### config.mk
export PLATFORM = sky130hd
export DESIGN_NAME = exception_vector_dispatch
export DESIGN_NICKNAME = d
export VERILOG_FILES = /design/src/verilog/exc_dispatch_pkg.sv /design/src/verilog/vector_classify.sv /design/src/verilog/sync_2ff.sv /design/src/verilog/exception_vector_dispatch.sv
export SDC_FILE = /design/constraint.sdc
export NUM_CORES = 1
export LEC_CHECK = 0
export ABC_AREA = 1
export BUFFER_PORTS_ARGS = -buffer_cell sky130_fd_sc_hd__buf_2
export CAP_MARGIN = 5
export CELL_PAD_IN_SITES_DETAIL_PLACEMENT = 1
export CELL_PAD_IN_SITES_GLOBAL_PLACEMENT = 1
export CORE_MARGIN = 2
export CORE_UTILIZATION = 36
export CTS_BUF_LIST = sky130_fd_sc_hd__clkbuf_4
export CTS_CLUSTER_DIAMETER = 30
export DETAILED_ROUTE_END_ITERATION = 6
export GPL_TIMING_DRIVEN = 0
export PLACE_DENSITY = 0.92
export RECOVER_POWER = 25
export SLEW_MARGIN = 10
export SYNTH_ARGS = -nofsm -noshare
export SYNTH_HDL_FRONTEND = slang
export SYNTH_SLANG_ARGS = --single-unit
### constraint.sdc
create_clock -name i_core_clk -period 2.6 [get_ports i_core_clk]
set_input_delay 0.52 -clock i_core_clk [delete_from_list [all_inputs] [get_ports i_core_clk]]
set_output_delay 0.52 -clock i_core_clk [all_outputs]
set_load 0.05 [all_outputs]
### src/verilog/exc_dispatch_pkg.sv
// How it works
// - machine check, vector 18, is reported as an abort
// - packed simd numeric exception raises vector 19 as a fault, no error code
// - vectors 32 to 255 are interrupt class, external or software
// - request pin accepts any vector 0 to 255
// - local controller accepts only vectors 16 to 255
// - local controller vectors 0 to 15 flag an illegal vector
// - interrupt-enable flag masks pin and local requests as one group
// - software interrupt takes any vector 0 to 255
// - software vector 2 calls nmi handler without nmi blocking
// - software interrupts ignore the interrupt-enable flag
// - software interrupt to an exception vector pushes no error code
// - overflow, breakpoint, bounds instructions raise exceptions; breakpoint is vector 3
// - internal hardware or bus error raises vector 18 with error code
// - a fault rolls machine state back to before the instruction
// - a fault saves the address of the faulting instruction
// - a trap reports after completion, saving the next instruction address
// - abort reports no precise location and forbids restart
// - reset, flush, clock-stop, sys-mgmt, run/stop, init bypass this unit
// - pop-all stack overrun is a fault with pointer restored, registers may change
// - request pin makes the unit fetch the vector from the bus
// - vectors 0 to 31 are reserved for architecture events
// - nmi pin dispatches vector 2
// - with enable flag clear, pin and local requests stay out
package exc_dispatch_pkg;
  localparam logic [7:0] VEC_DIVIDE    = 8'h00;
  localparam logic [7:0] VEC_NMI       = 8'h02;
  localparam logic [7:0] VEC_BREAK     = 8'h03;
  localparam logic [7:0] VEC_OVERFLOW  = 8'h04;
  localparam logic [7:0] VEC_BOUND     = 8'h05;
  localparam logic [7:0] VEC_DOUBLE    = 8'h08;
  localparam logic [7:0] VEC_STACK     = 8'h0C;
  localparam logic [7:0] VEC_MACHCHK   = 8'h12;
  localparam logic [7:0] VEC_SIMD      = 8'h13;
  localparam logic [7:0] VEC_RSV_LO    = 8'h14;
  localparam logic [7:0] VEC_RSV_HI    = 8'h1F;
  localparam logic [7:0] VEC_USER_LO   = 8'h20;
  localparam logic [7:0] VEC_LOCAL_LO  = 8'h10;
  // event class codes
  typedef enum logic [1:0] {
    CLS_FAULT = 2'h0,
    CLS_TRAP  = 2'h1,
    CLS_ABORT = 2'h2,
    CLS_MASKABLE_IRQ_PIN  = 2'h3
  } exc_class_t;
  // software exception instruction kinds
  typedef enum logic [1:0] {
    SWX_NONE  = 2'h0,
    SWX_OVF   = 2'h1,
    SWX_BREAK = 2'h2,
    SWX_BOUND = 2'h3
  } swx_kind_t;
  // vector fetch time-out, in cycles
  localparam int FETCH_WAIT_CYC = 16;
endpackage : exc_dispatch_pkg

### src/verilog/vector_classify.sv
`timescale 1ns/100ps
module vector_classify (
  input  wire logic [7:0]                  i_vec,
  input  wire logic                        i_software,
  output exc_dispatch_pkg::exc_class_t     o_cls,
  output logic                             o_err_code
);
  import exc_dispatch_pkg::*;
  // ----------------------------------------------------------------
  // class and error-code lookup
  // ----------------------------------------------------------------
  always_comb begin
    o_err_code = 1'b0;
    if (i_vec >= VEC_USER_LO) begin
      o_cls = CLS_MASKABLE_IRQ_PIN;
    end else begin
      unique case (i_vec)
        VEC_NMI:                     o_cls = CLS_MASKABLE_IRQ_PIN;
        VEC_BREAK, VEC_OVERFLOW:     o_cls = CLS_TRAP;
        VEC_DOUBLE, VEC_MACHCHK:     o_cls = CLS_ABORT;
        default:                     o_cls = CLS_FAULT;
      endcase
      // hardware exceptions that push a code; software never does
      if (!i_software) begin
        o_err_code = (i_vec == VEC_DOUBLE) ||
                     ((i_vec >= 8'h0A) && (i_vec <= 8'h0E)) ||
                     (i_vec == 8'h11) || (i_vec == VEC_MACHCHK);
      end
    end
  end
endmodule : vector_classify

### src/verilog/sync_2ff.sv
`timescale 1ns/100ps
module sync_2ff (
  input  wire logic i_core_clk,
  input  wire logic i_rstn,
  input  wire logic i_async,
  output logic      o_sync
);
  // ----------------------------------------------------------------
  // two-stage synchroniser; first stage read only by the second
  // ----------------------------------------------------------------
  typedef struct packed {
    logic meta;
    logic sync;
  } sync_state_t;
  sync_state_t st;
  sync_state_t next_st;
  always_comb begin
    next_st.meta = i_async;
    next_st.sync = st.meta;
  end
  always_ff @(posedge i_core_clk or negedge i_rstn) begin
    if (!i_rstn) begin
      st <= '0;
    end else begin
      st <= next_st;
    end
  end
  assign o_sync = st.sync;
endmodule : sync_2ff

### src/verilog/exception_vector_dispatch.sv
`timescale 1ns/100ps
module exception_vector_dispatch (
  input  wire logic                        i_core_clk,
  input  wire logic                        i_rstn,
  // core side
  input  wire logic                        i_boundary,
  input  wire logic                        i_if_flag,
  input  wire logic [31:0]                 i_cur_ip,
  input  wire logic [31:0]                 i_next_ip,
  input  wire logic                        i_fault_req,
  input  wire logic [7:0]                  i_fault_vec,
  input  wire logic                        i_simd_float_exc,
  input  wire logic                        i_popall_overrun,
  input  wire logic                        i_hw_error,
  input  wire logic                        i_bus_error,
  input  wire logic                        i_swint_req,
  input  wire logic [7:0]                  i_swint_vec,
  input  wire exc_dispatch_pkg::swx_kind_t i_swx_kind,
  input  wire logic                        i_nmi_done,
  // pins and local controller
  input  wire logic                        i_nmi_pin,
  input  wire logic                        i_maskable_irq_pin,
  input  wire logic                        i_bus_vec_valid,
  input  wire logic [7:0]                  i_bus_vec,
  input  wire logic                        i_local_irq_valid,
  input  wire logic [7:0]                  i_local_irq_vec,
  // dispatch outputs
  output logic                             o_dispatch,
  output logic [7:0]                       o_vec,
  output exc_dispatch_pkg::exc_class_t     o_cls,
  output logic                             o_err_code,
  output logic [31:0]                      o_ret_ip,
  output logic                             o_rollback,
  output logic                             o_restartable,
  output logic                             o_regs_dirty,
  output logic                             o_nmi_blocked,
  output logic                             o_vec_fetch,
  output logic                             o_local_irq_ack,
  output logic                             o_illegal_vec,
  output logic                             o_machine_check_exc
);
  import exc_dispatch_pkg::*;

  // ----------------------------------------------------------------
  // state
  // ----------------------------------------------------------------
  typedef enum logic [1:0] {
    FS_IDLE  = 2'b01,
    FS_FETCH = 2'b10
  } fetch_state_t;

  typedef struct packed {
    fetch_state_t fs;
    logic [4:0]   wait_cnt;
    logic         irq_vec_ok;
    logic [7:0]   irq_vec;
    logic         nmi_prev;
    logic         nmi_pend;
    logic         nmi_blocked;
    logic         mc_pend;
    logic         dispatch;
    logic [7:0]   vec;
    exc_class_t   cls;
    logic         err_code;
    logic [31:0]  ret_ip;
    logic         rollback;
    logic         restartable;
    logic         regs_dirty;
    logic         ack;
    logic         illegal;
    logic         mc_out;
  } disp_state_t;

  disp_state_t st;
  disp_state_t next_st;

  logic       nmi_s;
  logic       irq_s;
  logic [7:0] sel_vec;
  logic       sel_sw;
  logic       sel_any;
  exc_class_t sel_cls;
  logic       sel_err;
  logic       sel_irq;
  exc_class_t eff_cls;
  logic       eff_err;
  logic       local_take;

  // pins come from outside the clock domain
  sync_2ff u_sync_nmi (
    .i_core_clk (i_core_clk),
    .i_rstn     (i_rstn),
    .i_async    (i_nmi_pin),
    .o_sync     (nmi_s)
  );
  sync_2ff u_sync_irq (
    .i_core_clk (i_core_clk),
    .i_rstn     (i_rstn),
    .i_async    (i_maskable_irq_pin),
    .o_sync     (irq_s)
  );

  vector_classify u_cls (
    .i_vec      (sel_vec),
    .i_software (sel_sw),
    .o_cls      (sel_cls),
    .o_err_code (sel_err)
  );

  // a maskable request is an interrupt whatever its vector: no fault rollback, no code push
  assign eff_cls = sel_irq ? CLS_MASKABLE_IRQ_PIN : sel_cls;
  assign eff_err = sel_err && !sel_irq;

  // ----------------------------------------------------------------
  // priority select: one winner per boundary
  // ----------------------------------------------------------------
  // order: machine check, instruction fault, nmi, maskable irq, software
  // special pins (reset, flush, clock-stop, ...) never reach this select
  always_comb begin
    sel_vec = VEC_DIVIDE;
    sel_sw  = 1'b0;
    sel_irq = 1'b0;
    sel_any = 1'b1;
    if (st.mc_pend || i_hw_error || i_bus_error) begin
      sel_vec = VEC_MACHCHK;
    end else if (i_popall_overrun) begin
      sel_vec = VEC_STACK;
    end else if (i_simd_float_exc) begin
      sel_vec = VEC_SIMD;
    end else if (i_fault_req) begin
      sel_vec = i_fault_vec;
    end else if (st.nmi_pend && !st.nmi_blocked) begin
      sel_vec = VEC_NMI;
    end else if (i_if_flag && st.irq_vec_ok) begin
      sel_vec = st.irq_vec;
      sel_irq = 1'b1;
    end else if (i_swx_kind != SWX_NONE) begin
      unique case (i_swx_kind)
        SWX_OVF:   sel_vec = VEC_OVERFLOW;
        SWX_BREAK: sel_vec = VEC_BREAK;
        default:   sel_vec = VEC_BOUND;
      endcase
    end else if (i_swint_req) begin
      sel_vec = i_swint_vec;
      sel_sw  = 1'b1;
    end else begin
      sel_any = 1'b0;
    end
  end

  // ----------------------------------------------------------------
  // next state
  // ----------------------------------------------------------------
  always_comb begin
    next_st          = st;
    next_st.dispatch = 1'b0;
    next_st.ack      = 1'b0;
    next_st.illegal  = 1'b0;
    next_st.mc_out   = 1'b0;
    next_st.nmi_prev = nmi_s;
    // nmi is edge triggered; a new edge wins over a take
    if (nmi_s && !st.nmi_prev) begin
      next_st.nmi_pend = 1'b1;
    end
    if (i_hw_error || i_bus_error) begin
      next_st.mc_pend = 1'b1;
    end
    if (i_nmi_done) begin
      next_st.nmi_blocked = 1'b0;
    end
    // maskable pin: fetch vector over the bus; local controller: take its vector directly
    unique case (st.fs)
      FS_IDLE: begin
        if (irq_s && i_if_flag && !st.irq_vec_ok) begin
          next_st.fs       = FS_FETCH;
          next_st.wait_cnt = '0;
        end else if (i_local_irq_valid && i_if_flag && !st.irq_vec_ok) begin
          next_st.ack = 1'b1;
          if (i_local_irq_vec < VEC_LOCAL_LO) begin
            next_st.illegal = 1'b1;
          end else begin
            next_st.irq_vec_ok = 1'b1;
            next_st.irq_vec    = i_local_irq_vec;
          end
        end
      end
      FS_FETCH: begin
        if (i_bus_vec_valid) begin
          next_st.irq_vec_ok = 1'b1;
          next_st.irq_vec    = i_bus_vec;
          next_st.fs         = FS_IDLE;
        end else if (st.wait_cnt == 5'(FETCH_WAIT_CYC - 1)) begin
          next_st.fs = FS_IDLE;                           // spurious request dropped
        end else begin
          next_st.wait_cnt = st.wait_cnt + 5'h01;
        end
      end
    endcase
    // dispatch at an instruction boundary
    if (i_boundary && sel_any) begin
      next_st.dispatch    = 1'b1;
      next_st.vec         = sel_vec;
      next_st.cls         = eff_cls;
      next_st.err_code    = eff_err;
      next_st.rollback    = (eff_cls == CLS_FAULT);
      next_st.restartable = (eff_cls != CLS_ABORT);
      next_st.regs_dirty  = (sel_vec == VEC_STACK) && i_popall_overrun && !sel_sw;
      // fault returns to itself, trap and interrupt to the successor, abort to zero
      next_st.ret_ip = (eff_cls == CLS_FAULT) ? i_cur_ip : i_next_ip;
      if (eff_cls == CLS_ABORT) begin
        next_st.ret_ip = '0;
      end
      // a maskable vector of 18 is only an interrupt, not a machine check
      if (sel_vec == VEC_MACHCHK && !sel_sw && !sel_irq) begin
        next_st.mc_pend = i_hw_error || i_bus_error;
        next_st.mc_out  = 1'b1;
      end else if (sel_vec == VEC_NMI && !sel_sw && st.nmi_pend && !st.nmi_blocked) begin
        next_st.nmi_pend    = nmi_s && !st.nmi_prev;
        next_st.nmi_blocked = 1'b1;
      end else if (sel_irq) begin
        next_st.irq_vec_ok = 1'b0;
      end
    end
  end

  always_ff @(posedge i_core_clk or negedge i_rstn) begin
    if (!i_rstn) begin
      st    <= '0;
      st.fs <= FS_IDLE;
    end else begin
      st <= next_st;
    end
  end

  // ----------------------------------------------------------------
  // outputs
  // ----------------------------------------------------------------
  assign o_dispatch          = st.dispatch;
  assign o_vec               = st.vec;
  assign o_cls               = st.cls;
  assign o_err_code          = st.err_code;
  assign o_ret_ip            = st.ret_ip;
  assign o_rollback          = st.rollback;
  assign o_restartable       = st.restartable;
  assign o_regs_dirty        = st.regs_dirty;
  assign o_nmi_blocked       = st.nmi_blocked;
  assign o_vec_fetch         = (st.fs == FS_FETCH);
  assign o_local_irq_ack     = st.ack;
  assign o_illegal_vec       = st.illegal;
  assign o_machine_check_exc = st.mc_out;

  assign local_take = st.fs == FS_IDLE && !irq_s && i_local_irq_valid
                      && i_if_flag && !st.irq_vec_ok;
endmodule : exception_vector_dispatch

==> impl_results.md <==
* Clk buf depth at 2
* Fin Setup TNS at 0 ns
* Worst Max-Slew Pin Slew at 1.909 ns
* Post-synthesis sequential area ratio at 0.4301
* Cell Chain, Critical Path: nand2_2 > buf_6 > nor2_2 > nor2_1 > nand2_1 > nand2_1 > nand2_1 > nand2_2 > nand2_2 > nor2_1 > nand2_1 > a21boi_4 > nor2_4 > nand2_4 > buf_6 > nand2_1 > nand3_1 > nand2_1
* Fraction of layout instances using a drive strength above 1 at 0.3965
* Ys Warns at 0
* PD cells at approximately 530 nW/um2
* Skew-Pair Late Insertion Delay at 0.41 ns
* HPWL Detailed at about 10000 um
* Final period util at 0.9036
* Residual DRC at 0
* Setup CP Type: reg2reg
* Fmax at 425.7 MHz
* CP Data Required Time at 2.91 ns
* CTS Buf Count at 9
* Final wirelength at around 13000 um
* Worst R2R Path Depth at 18
* Post-Place Setup Slack at -0.1118 ns
* Final Power at just under 3 mW
* Final setup vio count at 0
* Final WS setup at 0.2507 ns
* Fin. Hold Viols at 0
* Worst slew margin at -0.2728
* Hold Path Class: in2reg
* Synth Register Bits at 74
* DR iter-0 viols at 174
* Failing checks: capacitance limit, slew limit
* Initial antenna violation count at 0
* DRT Pass-1 Iters at 4
* GRT Total Usage at 0.2091
* Worst clock skew at approximately 0.024 ns
* Port Buf Inserts at between 150 and 200
* CTS Root Cell: clkbuf_4
* CP bufs+invs at 2
* CTS tree: built
* ANT cells at 0
* Worst path depth at 18
* # fillers at 1523
* Hold path depth at 1
* Worst setup EP type: register
* Fin Hold WS at 0.2154 ns
* Routed Antenna Nets at 0
* Netlist cell types at 36
* First-pass GRT wire length at 21730 um
* Io pins at 165
* R2R setup slack at 0.25 ns
* GP Congestion at 0.8584
* Via-per-instance ratio at between 4 and 5
* MaxCap Viol Count at 1
* Max-slew violation count at 37
* Critical Path AT at 2.66 ns
* NumNets Final at 849
* Die width at ~110 um
* Netlist Area Pre-Place at 4308 um2
* Area Growth Syn to Fin at 27.56%
* CP most frequent cell: nand2_1
* H-Tree Depth at 3
* # rows at 39
* CP max FO at 10
* Non-filler instance count after layout at 882
* RSZ-0062 raised after global routing: false
* Status: finished with violations
* Die height at 113.4 um
* Die area at 12860 um2
* Clock Pin Slew Worst Setup and Hold Paths at 0.14 ns
* Core area at 11560 um2
* Post-Syn Instances at 556
* Vias at 4185
* Total grt overflow at 0
* CTS sink count at 74
* Worst setup SP type: register
* Largest net degree at the start of global routing at 40
* Static leakage at 3.245 nW
* Mean Syn Cell Area at 7.748 um2
* Slowest library cell on the worst path: dfrtp_1
* Starting Density at 0.3725
* Wire per inst at 14.58 um
* Vias in the first global route at around 4600
* Inst Count DP at about 860
* Syn_nets at 671
* Peak supply drop at 0.4013 mV
* Fin crit period at 2.349 ns
* Crit-path max cell delay at 0.43 ns
* Worst path top cell family by delay: simple AND/OR/NAND/NOR gates
worst register-to-register path: cells and delay by family (launching register included):
| kind | cells | cell delay (ns) |
|---|---|---|
| buffers and inverters | 2 | 0.31 |
| DFF | 1 | 0.43 |
| and+or+nand+nor | 15 | 1.29 |
| AOI/OAI and AO/OA | 1 | 0.25 |
area by class of cell:
class | count | area, um2 | share of cell area
sequential | 74 | 1853 | 0.3372
clock inverter | 7 | 76.32 | 0.01389
buffer | 58 | 432.9 | 0.07878
multi-input combinational | 366 | 1822 | 0.3315
clock buffer | 9 | 67.56 | 0.01230
timing repair buffer | 167 | 847.1 | 0.1541
tap | 143 | 178.9 | 0.03256
inverter | 58 | 217.7 | 0.03962
kinds of logic after synthesis:
group,after synthesis,share of synthesized area
compound gates,43,0.06245
flops,74,0.4301
xor+xnor,1,0.002033
buf+inv,116,0.1504
fa+ha+maj,2,0.005808
simple gates,320,0.3491
power by group:
| part | internal (mW) | leakage, nW | total, mW | switching [mW] |
|---|---|---|---|---|
| clock network | 0.300 | 0.0729 | 0.748 | 0.448 |
| registers | 1.28 | 0.956 | 1.35 | 0.0777 |
| logic | 0.256 | 2.22 | 0.795 | 0.539 |
| total | 1.83 | 3.24 | 2.90 | 1.06 |
cell usage after synthesis, drive strengths merged:
library cell,number,area share
a22o,1,0.0020
dfstp,1,0.0061
dfrtp,73,0.42
o2111ai,1,0.0020
nor4,1,0.0015
a21oi,6,0.0070
nor3,3,0.0035
o22a,1,0.0020
clkinv,2,0.0017
nand2,191,0.18
clkbuf,6,0.0052
nand4,4,0.0058
a21boi,1,0.0044
o32ai,1,0.0020
ha,2,0.0058
a32oi,4,0.0081
nand3,67,0.11
xor2,1,0.0020
o21ai,26,0.032
buf,52,0.095
inv,56,0.049
a31oi,1,0.0015
o22ai,1,0.0015
nor2,54,0.053
final timing paths:
check	from	end
max	st[62]$_DFF_PN0_	o_ret_ip[27]$_DFFE_PN0P_
min	i_maskable_irq_pin	u_sync_irq.next_st[0]$_DFF_PN0_
max reg2reg	st[62]$_DFF_PN0_	o_ret_ip[27]$_DFFE_PN0P_
min reg2reg	u_sync_irq.next_st[0]$_DFF_PN0_	u_sync_irq.o_sync$_DFF_PN0_
max in group asynchronous	i_rstn	o_cls[1]$_DFFE_PN0P_
min in group asynchronous	i_rstn	o_ret_ip[21]$_DFFE_PN0P_
state kept, by name (all words and copies together) (netlist names):
register and flops:
o_dispatch 1, o_ret_ip 32, o_illegal_vec 1, o_err_code 1
u_sync_irq.o_sync 1, o_rollback 1, o_local_irq_ack 1, u_sync_nmi.o_sync 1
u_sync_irq.next_st 1, o_regs_dirty 1, o_cls 2, u_sync_nmi.next_st 1
o_vec 8, o_nmi_blocked 1, o_restartable 1, o_machine_check_exc 1
st 19
metal layers:
metal | vias up | wire [um] | global-route usage
li1 | 2063 | - | -
met1 | 1979 | 5253 | 0.2398
met4 | 0 | 271 | 0.05772
met5 | - | 0 | 0
met2 | 121 | 6771 | 0.3928
met3 | 22 | 563 | 0.04410
placed cells by master, fill, tap and decap left out, types with 2 or more instances in the layout:
cell / instances
nand3_2: 23
o21ai_2: 2
clkbuf_4: 11
ha_1: 2
buf_4: 47
inv_6: 2
a21oi_1: 6
clkbuf_1: 7
dfrtp_1: 73
inv_2: 5
buf_6: 4
nand4_1: 4
buf_2: 164
o21ai_0: 21
nor2_4: 3
nor2_2: 4
nand3_1: 43
nor3_1: 3
nand2_1: 172
nor2_1: 47
nand2_4: 2
nand2_2: 17
a32oi_1: 4
o21ai_1: 3
clkinv_1: 2
inv_1: 51
clkinvlp_4: 2
what timing repair did:
| action | in CTS | in global routing |
|---|---|---|
| hold buffers | 0 | 0 |
| setup endpoints to repair | 0 | 20 |
| setup buffers | 0 | 4 |
| resized for setup | 0 | 6 |
metrics by stage:
stage          instance area, um2  utilization
3_5_place_dp                 5320       0.4600
2_1_floorplan                4308            -
4_1_cts                      5464       0.4725
3_3_place_gp                 5298       0.4581
6_report                     5495       0.4752
5_1_grt                      5495       0.4752
Note: power is estimated with default switching activity, not from simulation.
